**src/include/fpc_pkg.sv**
```systemverilog
// shared constants for the flash program/erase control block
package fpc_pkg;
  localparam logic [7:0] FPC_OFS_CTRL = 8'hF0;
  localparam logic [7:0] FPC_OFS_KEY = 8'hF1;
  localparam logic [7:0] FPC_OFS_SECH = 8'hF2;
  localparam logic [7:0] FPC_OFS_SECL = 8'hF3;
  localparam logic [3:0] FPC_MODE_PROG = 4'h5;
  localparam logic [3:0] FPC_MODE_ERASE = 4'hA;
  localparam logic [3:0] FPC_MODE_LOCK = 4'h6;
  localparam logic [7:0] FPC_USER_KEY = 8'hA5;
  localparam int FPC_MODE_MSB = 7;
  localparam int FPC_MODE_LSB = 4;
  localparam int FPC_FAIL_BIT = 3;
  localparam int FPC_START_BIT = 0;
  localparam int FPC_SECL_BIT = 7;
  localparam logic [7:0] FPC_CTRL_RST = 8'h00;
  localparam logic [7:0] FPC_SECH_RST = 8'h00;
  localparam logic [7:0] FPC_SECL_RST = 8'h00;
  localparam logic [7:0] FPC_KEY_RST = 8'h00;
  typedef enum logic [1:0] {
    FPC_IDLE = 2'b01,
    FPC_BUSY = 2'b10
  } fpc_state_e;
endpackage : fpc_pkg

```
**src/fpc_reg8.sv**
```systemverilog
// one software-writable register with reset value
module fpc_reg8 import fpc_pkg::*; #(
  parameter int WIDTH = 8,
  parameter logic [WIDTH-1:0] RESET = '0
) (
  input wire logic sys_clk,
  input wire logic rst,
  input wire logic wr_en,
  input wire logic [WIDTH-1:0] wdata,
  output logic [WIDTH-1:0] q
);
  logic [WIDTH-1:0] q_r;
  logic [WIDTH-1:0] q_nxt;

  always_comb begin
    q_nxt = wr_en ? wdata : q_r;
  end

  always_ff @(posedge sys_clk or posedge rst) begin
    if (rst) begin
      q_r <= RESET;
    end else begin
      q_r <= q_nxt;
    end
  end

  assign q = q_r;
endmodule : fpc_reg8

```
**src/fpc_flash_ctrl.sv**
```systemverilog
// flash program/erase/hard-lock control registers and sequencer
// Behaviour
// - control bits 7..4 pick program 0101, erase 1010, lock 0110; else none
// - writing one to control bit 0 starts; bit clears itself on completion
// - sector high register gives sector address bits 15..8
// - sector pointer is 16 bits: high register above low register
// - only low register bit 7 enters the pointer, as bit 7; pointer bits 6..0 are zero
// - user programming allowed only while key register holds 10100101
// - any other key value disables user programming; program/erase refused
module fpc_flash_ctrl import fpc_pkg::*; (
  input wire logic sys_clk,
  input wire logic rst,
  input wire logic [7:0] reg_addr,
  input wire logic reg_wr,
  input wire logic reg_rd,
  input wire logic [7:0] reg_wdata,
  output logic [7:0] reg_rdata,
  output logic flash_op_start,
  output logic [3:0] flash_op_mode,
  output logic [15:0] flash_sector_addr,
  input wire logic flash_op_done,
  input wire logic flash_erase_fail,
  output logic user_prog_enable
);
  fpc_state_e state_r;
  fpc_state_e state_nxt;
  logic [3:0] mode_r;
  logic [3:0] mode_nxt;
  logic start_r;
  logic start_nxt;
  logic fail_r;
  logic fail_nxt;
  logic op_start_r;
  logic op_start_nxt;
  logic [7:0] rdata_r;
  logic [7:0] rdata_nxt;
  logic [7:0] sech_q;
  logic [7:0] secl_q;
  logic [7:0] key_q;
  logic idle;
  logic wr_ctrl;
  logic mode_valid;
  logic mode_needs_key;
  logic key_ok;
  logic accept;

  assign idle = (state_r == FPC_IDLE);
  // a running operation keeps its mode and sector stable
  assign wr_ctrl = reg_wr && idle && (reg_addr == FPC_OFS_CTRL);
  assign key_ok = (key_q == FPC_USER_KEY);
  assign user_prog_enable = key_ok;

  always_comb begin
    mode_valid = 1'b0;
    mode_needs_key = 1'b0;
    case (reg_wdata[FPC_MODE_MSB:FPC_MODE_LSB])
      FPC_MODE_PROG: begin
        mode_valid = 1'b1;
        mode_needs_key = 1'b1;
      end
      FPC_MODE_ERASE: begin
        mode_valid = 1'b1;
        mode_needs_key = 1'b1;
      end
      FPC_MODE_LOCK: begin
        mode_valid = 1'b1;
      end
      default: begin
        mode_valid = 1'b0;
      end
    endcase
  end

  // refused starts never set the start bit, so software sees it at zero
  assign accept = wr_ctrl && reg_wdata[FPC_START_BIT] && mode_valid &&
                  (key_ok || !mode_needs_key);

  fpc_reg8 #(.WIDTH(8), .RESET(FPC_SECH_RST)) u_sech (
    .sys_clk(sys_clk),
    .rst(rst),
    .wr_en(reg_wr && idle && (reg_addr == FPC_OFS_SECH)),
    .wdata(reg_wdata),
    .q(sech_q)
  );

  fpc_reg8 #(.WIDTH(8), .RESET(FPC_SECL_RST)) u_secl (
    .sys_clk(sys_clk),
    .rst(rst),
    .wr_en(reg_wr && idle && (reg_addr == FPC_OFS_SECL)),
    .wdata(reg_wdata),
    .q(secl_q)
  );

  fpc_reg8 #(.WIDTH(8), .RESET(FPC_KEY_RST)) u_key (
    .sys_clk(sys_clk),
    .rst(rst),
    .wr_en(reg_wr && (reg_addr == FPC_OFS_KEY)),
    .wdata(reg_wdata),
    .q(key_q)
  );

  // sector granule is 128 bytes, low seven pointer bits forced to zero
  assign flash_sector_addr = {sech_q, secl_q[FPC_SECL_BIT],
                              7'h00};

  always_comb begin
    state_nxt = state_r;
    mode_nxt = mode_r;
    start_nxt = start_r;
    fail_nxt = fail_r;
    op_start_nxt = 1'b0;
    case (state_r)
      FPC_IDLE: begin
        if (wr_ctrl) begin
          mode_nxt = reg_wdata[FPC_MODE_MSB:FPC_MODE_LSB];
        end
        if (accept) begin
          start_nxt = 1'b1;
          op_start_nxt = 1'b1;
          state_nxt = FPC_BUSY;
        end
      end
      FPC_BUSY: begin
        if (flash_op_done) begin
          start_nxt = 1'b0;
          state_nxt = FPC_IDLE;
          if (mode_r == FPC_MODE_ERASE) begin
            fail_nxt = flash_erase_fail;
          end
        end
      end
      default: begin
        state_nxt = FPC_IDLE;
        start_nxt = 1'b0;
      end
    endcase
  end

  always_ff @(posedge sys_clk or posedge rst) begin
    if (rst) begin
      state_r <= FPC_IDLE;
      mode_r <= FPC_CTRL_RST[FPC_MODE_MSB:FPC_MODE_LSB];
      start_r <= FPC_CTRL_RST[FPC_START_BIT];
      fail_r <= FPC_CTRL_RST[FPC_FAIL_BIT];
      op_start_r <= 1'b0;
    end else begin
      state_r <= state_nxt;
      mode_r <= mode_nxt;
      start_r <= start_nxt;
      fail_r <= fail_nxt;
      op_start_r <= op_start_nxt;
    end
  end

  assign flash_op_start = op_start_r;
  assign flash_op_mode = mode_r;

  always_comb begin
    rdata_nxt = rdata_r;
    if (reg_rd) begin
      if (reg_addr == FPC_OFS_CTRL) begin
        rdata_nxt = {mode_r, fail_r, 2'b00, start_r};
      end else if (reg_addr == FPC_OFS_KEY) begin
        rdata_nxt = key_q;
      end else if (reg_addr == FPC_OFS_SECH) begin
        rdata_nxt = sech_q;
      end else if (reg_addr == FPC_OFS_SECL) begin
        rdata_nxt = secl_q;
      end else begin
        rdata_nxt = 8'h00;
      end
    end
  end

  always_ff @(posedge sys_clk or posedge rst) begin
    if (rst) begin
      rdata_r <= 8'h00;
    end else begin
      rdata_r <= rdata_nxt;
    end
  end

  assign reg_rdata = rdata_r;
endmodule : fpc_flash_ctrl

```
**config.mk**
```make
export PLATFORM = sky130hd
export DESIGN_NAME = fpc_flash_ctrl
export DESIGN_NICKNAME = d
export VERILOG_FILES = /design/src/include/fpc_pkg.sv /design/src/fpc_reg8.sv /design/src/fpc_flash_ctrl.sv
export SDC_FILE = /design/constraint.sdc
export NUM_CORES = 1
export LEC_CHECK = 0
export BUFFER_PORTS_ARGS = -buffer_cell sky130_fd_sc_hd__buf_2
export CORE_MARGIN = 2
export CORE_UTILIZATION = 40
export CTS_BUF_LIST = sky130_fd_sc_hd__clkbuf_4
export CTS_CLUSTER_DIAMETER = 40
export DETAILED_ROUTE_END_ITERATION = 10
export HOLD_SLACK_MARGIN = 0.15
export PLACE_DENSITY = 0.61
export SLEW_MARGIN = 20
export SYNTH_ARGS = -nofsm -noshare
export SYNTH_HDL_FRONTEND = slang
export SYNTH_SLANG_ARGS = --single-unit
```
**constraint.sdc**
```tcl
create_clock -name sys_clk -period 4.46 [get_ports sys_clk]
set_clock_uncertainty 0.2 [all_clocks]
set_input_delay 0.669 -clock sys_clk [delete_from_list [all_inputs] [get_ports sys_clk]]
set_output_delay 0.669 -clock sys_clk [all_outputs]
set_load 0.01 [all_outputs]
```
# --- Word-level counts from Yosys, hierarchy flattened ---
# Cells that the tools add are included.
word_totals:
  ff_bits: 41
  inputBits: 22
classes:
  reduce_logical: 15
  eq_ne: 13
  muxes: 14
ops:
  columns: ["cell", "count"]
  rows:
  - ["8-bit equality test, second input constant", 5]
  - ["8-bit two-way mux", 4]
  - ["4-bit by 3-bit equality test with 1-bit output, second input constant", 2]
  - ["4-bit equality test, second input constant", 2]
  - ["1-bit logical AND", 8]
  - ["1-bit two-way mux", 6]
  - ["2-bit two-way mux", 2]
  - ["2-bit case mux with 2 select lines", 1]
  - ["2-bit AND reduction", 2]
  - ["3-bit AND reduction", 1]
  - ["3-bit OR reduction", 1]
  - ["2-bit by 1-bit equality test with 1-bit output, second input constant", 1]
  - ["2-bit equality test, second input constant", 1]
  - ["2-bit by 1-bit inequality test with 1-bit output, second input constant", 1]
  - ["2-bit inequality test, second input constant", 1]
  - ["1-bit case mux with 2 select lines", 1]
  - ["2-bit OR reduction", 1]
  - ["1-bit zero test", 1]
  - ["1-bit logical OR", 1]

# --- Depth between registers and ports, before layout ---
# Gate-level depths: netlist (run 1).
logic_depth:
  depth_word: 8
  ltp_mapped: 5
  mapped_depth_nobuf: 4

# --- By module ---
# A second synthesis (run 1) with hierarchy kept.
hier_totals:
  hier_cells: 150
  hier_area_um2: 2043.2
by_module_without_submodules:
  columns: ["mod", "area_per_inst_um2", "cells_per_inst", "instances", "seq_area_each_um2"]
  rows:
  - ["fpc_flash_ctrl", 1037.2, 96, 1, 401.6]
  - ["fpc_reg8", 335.3, 18, 3, 200.2]

# --- Least setup slack after synthesis (run 1) ---
# OpenSTA, ideal clock, no wires.
synth_path:
  path_kind: "input port to flip-flop"
  from: "input reg_addr[2]"
  to: "register u_sech.q_r[0] (netlist: u_sech.q[0])"
  path_stages: 5
  setup_slack_ns: 2.327
  arrival_ns: 1.808
  path_cell_list: "and4bb_1 -> and3_4 -> and4b_1 -> buf_6 -> mux2_4"
synth_via:
  elab_chain_len: 2
synth_rtl:
  columns: ["item", "line_no", "text"]
  rows:
  - ["start: declaration", "fpc_flash_ctrl.sv:13", "input wire logic [7:0] reg_addr,"]
  - ["8-bit equality test", "fpc_flash_ctrl.sv:81", ".wr_en(reg_wr && idle && (reg_addr == FPC_OFS_SECH)),"]
  - ["1-bit logical AND", "fpc_flash_ctrl.sv:81", null]
  - ["end signal: assignment", "fpc_reg8.sv:23", "q_r <= q_nxt;"]
  - ["end: declaration", "fpc_reg8.sv:12", "logic [WIDTH-1:0] q_r;"]
# Every way passes these cells.
# A chain may end at the register's enable or synchronous reset.

# --- Final worst setup path (run 1) ---
layout_path:
  from: "register u_key.q_r[1] (netlist: u_key.q[1])"
  to: "output user_prog_enable"
layout_via:
  elab_chain_len: 1
layout_rtl:
  columns: ["item", "line_no", "text"]
  rows:
  - ["start: declaration", "fpc_reg8.sv:12", null]
  - ["start signal: assignment", "fpc_reg8.sv:23", null]
  - ["8-bit equality test", "fpc_flash_ctrl.sv:50", "assign key_ok = (key_q == FPC_USER_KEY);"]
  - ["end: declaration", "fpc_flash_ctrl.sv:23", "output logic user_prog_enable"]
# Every way passes these cells.

==> flow_summary.toml, run 1 <==
[sta]
finalCritPeriodShare_pct = 50.1
setup_viol = 0
drv_slew = 0
whs_ns = 0.223
tightestPinTransition_ns = 0.583
period_minus_slack_ns = 2.23
grt_setup_unrepaired = "false"
fin_tns_setup_ns = 0
fmax_mhz = 448
hold_violations = 0
slew_headroom_pct = 61.1

[route]
remaining_drc_errors = 0
drt-pass1-iter-count = 4
vias = 1289
drtIter0Drc = 66
ant_nets = 0
wire_per_inst_um = 16.0
routed_via_density = 5.04
wl_um = 4100

[die]
start_util_pct = 41.2
core_area_um2 = 4720
die_w_um = 73.8
io_pins = 52
die_area_um2 = 5440
rows = 25
chipHeight_um = 73.8

[synthesis]
synth_edf_count = 0
synth_area_leader_cell = "dfrtp_1"
syn_area_um2 = 1950
yosysWarnings = 0
ys_seq_elements = 40
syn_inst = 142
ys_async_sr_fraction_pct = 100
synth_cell_types = 37
syn_area_per_cell_um2 = 13.7
netlist_top_cells_area = "dfrtp_1 (50%), mux2_2 (13%), mux2_4 (6.2%)"
synth_top_area_share_pct = 50.1
synthFlopType = "dfrtp_1"
seq_area_frac_synth_pct = 51.5

[place]
gp_congestion = 0.793
port_buffers = 44
dpl_cell_area_um2 = 2200
dp_hpwl_um = 2970

[pwr]
power.density_nw_per_um2 = 285
p_leak_nw = 1.14
vdd_drop_max_mv = 0.192
p_total_mw = 0.641

[clocking]
ctsHoldBuffers = 0
htreeDepth = 2
cts_num_sinks = 40
cts_buffers = 5
clock_latency_ns = 0.35
cts_post_setup_buffers_inserted = 0
cts_max_path_buffers = 2
cts_resized = 0
cts-root-buf = "clkbuf_4"
cts.reportedPaths.clkPinSlew_ns = 0.11
cts_tree = "done"

[worst_setup_path]
path_cells = "nand4b_1 -> nor4_1 -> buf_2"
path_class = "register to output port"
crit_path_max_fanout = 3
cp.arrival_ns = 1.37
path_delay_family = "simple AND/OR/NAND/NOR gates"
max_stage_delay_ns = 0.40
cp.required_ns = 3.59
worst-path-buf-inv = 1
endpoint_kind = "output port"
setup.worst_path.start_class = "register"
crit_path_top_delay_cell = "dfrtp_1"

[grt]
grt_usage_pct = 16.4
overflow = 0
antenna_found_initial = 0
grt_pass1_wl_um = 6580
grt_max_degree = 41
grt_pass1_vias = 1299

[final_layout]
antenna_cells = 0
syn2layout_area_growth_pct = 15.7
nNetsFinal = 210
fin_util_pct = 47.7
fin_area_um2 = 2250
fillers = 445
multi_input_area_um2 = 822
seq_area_um2 = 1000
drive_above_1_share_pct = 48.1

[status]
status = "completed"

[flow_run]
drv_cap = 0

[worst_hold_path]
hold_class = "primary input to asynchronous set/reset pin"
## per-layer routing
layer  up-vias  wire [um]  track usage, %
met4         0         51            5.86
met3         6        257            5.49
met2        48       2050            25.7
met1       641       1750            21.3
li1        594          -               -
met5         -          0               0
## logic make-up after synthesis
group,count (synthesis),share of synthesized area (%)
mux,36,26.0
other cells,1,0.193
flops,40,51.5
compound gates,13,4.37
buf+inv,28,7.46
simple gates,23,10.0
xor+xnor,1,0.450
## tightest hold or removal path, cell delays in order
cell and delay, ns:
buf_2 0.09, inv_1 0.04, buf_4 0.43
## sequential cells by signal (all words and copies together), names as in the netlist
signal          cells
reg_rdata           8
flash_op_mode       4
fail_r              1
u_secl.q            8
flash_op_start      1
state_r             2
u_key.q             8
u_sech.q            8
## cell usage in the layout (no fill, tap or decap), types with 2 or more instances in the layout
cell type | Yosys | final
and4bb_1 | 2 | 2
dfrtp_1 | 39 | 39
mux2_2 | 22 | 22
nand4b_1 | 2 | 2
nor4b_1 | 2 | 2
nand2b_1 | 2 | 2
mux4_2 | 5 | 5
mux2_4 | 8 | 8
buf_2 | 2 | 44
clkbuf_4 | 0 | 7
a22oi_1 | 2 | 2
o22ai_1 | 8 | 8
conb_1 | 1 | 7
inv_1 | 16 | 16
## cells in the mapped netlist (all sizes together), types with 2 or more instances
cell / instances
a22oi: 2
nand4: 2
inv: 16
and4bb: 2
nand2b: 2
nand4b: 2
nor4b: 2
dfrtp: 39
o22ai: 8
buf: 11
mux4: 6
mux2: 30
## report_power, final
part	internal [mW]	switching, mW
sequential	0.375	0.00922
clock	0.0729	0.116
combinational	0.0324	0.0353
total	0.480	0.161
## through the flow
stage,std cells,worst slack [ns]
global route,256,2.01
global placement,248,1.94
finish,256,2.23
CTS,256,2.21
floorplan,148,2.33
detailed placement,248,1.91
## area by class of cell
cell class                      count  share of cell area, %
Clock buffer                        7                   2.33
Clock inverter                      1                  0.167
Timing Repair Buffer               45                   10.1
Inverter                           16                   2.67
Tap cell                           67                   3.72
Sequential cell                    40                   44.5
Multi-Input combinational cell     80                   36.5
## final timing paths
check                                        startpoint                       end  slack, ns  cells after the start
worst min register to register  u_secl.q[6]$_DFFE_PP0P_   u_secl.q[6]$_DFFE_PP0P_       0.32                      1
max in group asynchronous                           rst    state_r[0]$_DFFE_PP1P_       3.47                      3
worst max-delay path             u_key.q[1]$_DFFE_PP0P_          user_prog_enable       2.23                      3
worst max register to register   state_r[0]$_DFFE_PP1P_   u_sech.q[5]$_DFFE_PP0P_       2.46                      3
worst min-delay path                                rst  reg_rdata[7]$_DFFE_PP0P_       0.22                      3
min in group sys_clk            u_secl.q[6]$_DFFE_PP0P_   u_secl.q[6]$_DFFE_PP0P_       0.32                      1
Power figures use the tool's default switching activity.
==> run 2, diff against run 1 <==
- clock period: 4.46 -> 2.3 ns (I/O delays scaled with it)
==> flow_summary.toml, run 2 (synthesis gave the netlist of run 1 again) <==
[die]
rows = 25
core_area_um2 = 4720
chipHeight_um = 73.8
die_area_um2 = 5440
die_w_um = 73.8
io_pins = 52
start_util_pct = 41.2

[place]
dpl_cell_area_um2 = 2230
dp_hpwl_um = 3100
port_buffers = 44
gp_congestion = 0.813

[grt]
antenna_found_initial = 0
grt_pass1_vias = 1392
grt_pass1_wl_um = 6910
grt_usage_pct = 17.4
overflow = 0
grt_max_degree = 41

[route]
vias = 1351
routed_via_density = 4.97
remaining_drc_errors = 0
wl_um = 4310
ant_nets = 0
drtIter0Drc = 54
wire_per_inst_um = 15.8
drt-pass1-iter-count = 4

[pwr]
p_total_mw = 1.38
p_leak_nw = 1.22
power.density_nw_per_um2 = 569
vdd_drop_max_mv = 0.298

[final_layout]
drive_above_1_share_pct = 46.8
fillers = 427
nNetsFinal = 226
fin_area_um2 = 2430
antenna_cells = 0
layout_common_cells = "buf_2 (44), dfrtp_1 (39), mux2_2 (22), inv_1 (16), dlygate4sd3_1 (12)"
mostFrequentLayoutCell = "buf_2"
syn2layout_area_growth_pct = 24.9

[clocking]
cts_tree = "done"
cts_max_path_buffers = 2
clock_latency_ns = 0.37
htreeDepth = 2
cts_buffers = 5
cts_resized = 0
cts-root-buf = "clkbuf_4"
cts_num_sinks = 40
cts.reportedPaths.clkPinSlew_ns = 0.12

[status]
status = "completed"

[worst_setup_path]
cp.arrival_ns = 1.36
endpoint_kind = "output port"
crit_path_max_fanout = 3
setup.worst_path.start_class = "register"
cp.required_ns = 1.75
path_class = "register to output port"

[sta]
fin_tns_setup_ns = 0
fmax_mhz = 526
tightestPinTransition_ns = 0.514
grt_setup_unrepaired = "false"
hold_violations = 0
setup_viol = 0
finalCritPeriodShare_pct = 82.7
drv_slew = 0
slew_headroom_pct = 65.7
whs_ns = 0.275
period_minus_slack_ns = 1.90

[worst_hold_path]
hold_class = "primary input to register"

[flow_run]
drv_cap = 0
-- run 2: routing by layer --
| metal | global-route usage (%) | share of wire [%] |
|---|---|---|
| met1 | 22.2 | 44 |
| met2 | 28.3 | 50 |
| met3 | 3.43 | 4.5 |
| met4 | 8.48 | 2.1 |
| met5 | 0 | 0 |
-- run 2: stage by stage --
stage	setup slack, ns	utilization (%)	cells
4_1_cts	0.364	51.5	272
2_1_floorplan	0.491	-	148
3_3_place_gp	0.324	47.1	252
5_1_grt	0.226	51.5	272
6_report	0.397	51.5	272
3_5_place_dp	0.322	47.1	252
-- run 2: critical path, stage by stage (launching register included) --
cell and delay, ns:
dfrtp_1 0.41, nand4b_1 0.22, nor4_1 0.20, buf_2 0.18
-- run 2: cell type report --
cell class	count	area, um2	area share, %
inverter	16	60.1	2.47
timing repair buffer	61	378	15.5
clock buffer	5	37.5	1.54
multi-input combinational	80	822	33.8
clock inverter	3	47.5	1.96
tap	67	83.8	3.45
sequential	40	1000	41.2
-- run 2: power breakdown --
group / switching, mW / internal [mW] / leakage, nW
clock network: 0.256 / 0.232 / 0.0454
logic: 0.0719 / 0.0774 / 0.625
registers: 0.0190 / 0.726 / 0.550
-- run 2: repair_timing --
| item | 4_1_cts | 5_1_grt |
|---|---|---|
| buffers inserted | 0 | 0 |
| hold buffers | 12 | 0 |
| hold endpoints to repair | 76 | 0 |
| setup endpoints to repair | 0 | 0 |
-- run 2: final timing paths --
check	startpoint	end	slack [ns]	depth (start not counted)
worst min-delay path	reg_wr	flash_op_mode[0]$_DFFE_PP0P_	0.28	4
worst max-delay path	u_key.q[1]$_DFFE_PP0P_	user_prog_enable	0.40	3
worst min register to register	u_secl.q[6]$_DFFE_PP0P_	u_secl.q[6]$_DFFE_PP0P_	0.32	1
min in group asynchronous	rst	reg_rdata[0]$_DFFE_PP0P_	0.42	4
max in group asynchronous	rst	state_r[0]$_DFFE_PP1P_	1.09	4
worst max register to register	state_r[0]$_DFFE_PP1P_	u_sech.q[5]$_DFFE_PP0P_	0.55	4
==> run 3, diff against run 2 <==
- PLACE_DENSITY: 0.61 -> 0.64
- clock period: 2.3 -> 1.6 ns (I/O delays scaled with it)
==> flow_summary.toml, run 3 (synthesis gave the netlist of run 1 again) <==
[grt]
grt_pass1_vias = 1409
grt_max_degree = 31
grt_pass1_wl_um = 7070
overflow = 0
grt_usage_pct = 17.8
antenna_found_initial = 0

[clocking]
clock_latency_ns = 0.35
cts_num_sinks = 40
cts-root-buf = "clkbuf_4"
htreeDepth = 2
cts.reportedPaths.clkPinSlew_ns = 0.14
cts_tree = "done"
cts_buffers = 5
cts_max_path_buffers = 2

[status]
violations = "setup timing"
status = "finished, violations left"

[route]
ant_nets = 0
routed_via_density = 4.83
drtIter0Drc = 63
drt-pass1-iter-count = 4
wl_um = 4330
vias = 1377
remaining_drc_errors = 0
wire_per_inst_um = 15.2

[die]
rows = 25
core_area_um2 = 4720
chipHeight_um = 73.8
start_util_pct = 41.2
die_area_um2 = 5440
die_w_um = 73.8
io_pins = 52

[worst_setup_path]
setup.worst_path.start_class = "register"
reg2reg_from = "state_r[1]$_DFFE_PP0P_"
crit_start = "u_key.q[1]$_DFFE_PP0P_"
crit_end = "user_prog_enable"
cp.required_ns = 1.16
cp.arrival_ns = 1.37
r2r-end = "fail_r$_DFFE_PP0P_"
crit_path_max_fanout = 3
path_class = "register to output port"
reg2reg_depth = 5
r2r_slack_ns = -0.19
endpoint_kind = "output port"

[final_layout]
fin_util_pct = 55.2
mostFrequentLayoutCell = "buf_2"
layout_common_cells = "buf_2 (44), dfrtp_1 (39), mux2_2 (21), inv_1 (15), dlygate4sd3_1 (13)"
syn2layout_area_growth_pct = 33.9
final_cells = 285
drive_above_1_share_pct = 53.7
fin_area_um2 = 2610
fillers = 408
antenna_cells = 0
nNetsFinal = 239

[place]
dpl_cell_area_um2 = 2330
dp_hpwl_um = 3290
place_ws_ns = -0.351
gp_congestion = 0.787
dpl.cell_count = 263
port_buffers = 44

[flow_run]
drv_cap = 0

[sta]
period_minus_slack_ns = 1.81
whs_ns = 0.218
grt_setup_unrepaired = "true"
setup_viol = 23
finalCritPeriodShare_pct = 113
setup_ws_ns = -0.211
fin_tns_setup_ns = -3.19
hold_violations = 0
fmax_mhz = 552
drv_slew = 0

[pwr]
p_total_mw = 1.99
vdd_drop_max_mv = 0.551
p_leak_nw = 1.31
power.density_nw_per_um2 = 763

[worst_hold_path]
hold_class = "primary input to asynchronous set/reset pin"
## run 3: how the worst min path moves through the flow
stage / startpoint / depth (start not counted) / slack, ns / to
6_report: rst / 3 / 0.22 / reg_rdata[7]$_DFFE_PP0P_
5_1_grt: reg_addr[0] / 5 / 0.21 / flash_op_mode[0]$_DFFE_PP0P_
4_1_cts: reg_wr / 3 / 0.16 / flash_op_start$_DFF_PP0_
3_5_place_dp: rst / 2 / 0.08 / reg_rdata[7]$_DFFE_PP0P_
3_3_place_gp: rst / 2 / 0.06 / reg_rdata[5]$_DFFE_PP0P_
2_1_floorplan: reg_wdata[0] / 1 / 0.19 / u_sech.q[0]$_DFFE_PP0P_
## run 3: critical path, stage by stage, from the launching register on
cell and delay (ns):
dfrtp_1 0.40, nand4b_1 0.23, nor4_1 0.21, buf_2 0.18
## run 3: area by class of cell
type | instances | area, um2 | share of cell area (%)
well taps | 67 | 83.8 | 3.21
flip-flops and latches | 40 | 1000 | 38.4
multi-input cells | 80 | 867 | 33.3
repair buffers | 74 | 509 | 19.5
clock inverters | 3 | 47.5 | 1.82
inverters | 16 | 60.1 | 2.30
clock buffers | 5 | 37.5 | 1.44
## run 3: power by group
group | total (mW) | switching, mW | internal [mW]
Sequential | 1.07 | 0.0258 | 1.04
Clock | 0.679 | 0.345 | 0.334
Combinational | 0.240 | 0.112 | 0.128
Total | 1.99 | 0.482 | 1.51
## run 3: what timing repair did
item                       CTS  global route
hold buffers                12             1
setup endpoints to repair   25            26
gates resized for setup      6            10
pin swaps                    1             2
hold endpoints to repair    80             1
setup buffers                1             0
## run 3: metal layers
metal | GRT usage [%] | part of all wire, % | wire length (um) | up-vias
li1 | - | - | - | 648
met1 | 23.7 | 46 | 1990 | 680
met2 | 29.1 | 49 | 2120 | 42
met3 | 3.70 | 3.7 | 160 | 7
met4 | 5.45 | 1.4 | 62 | 0
met5 | 0 | 0 | 0 | -
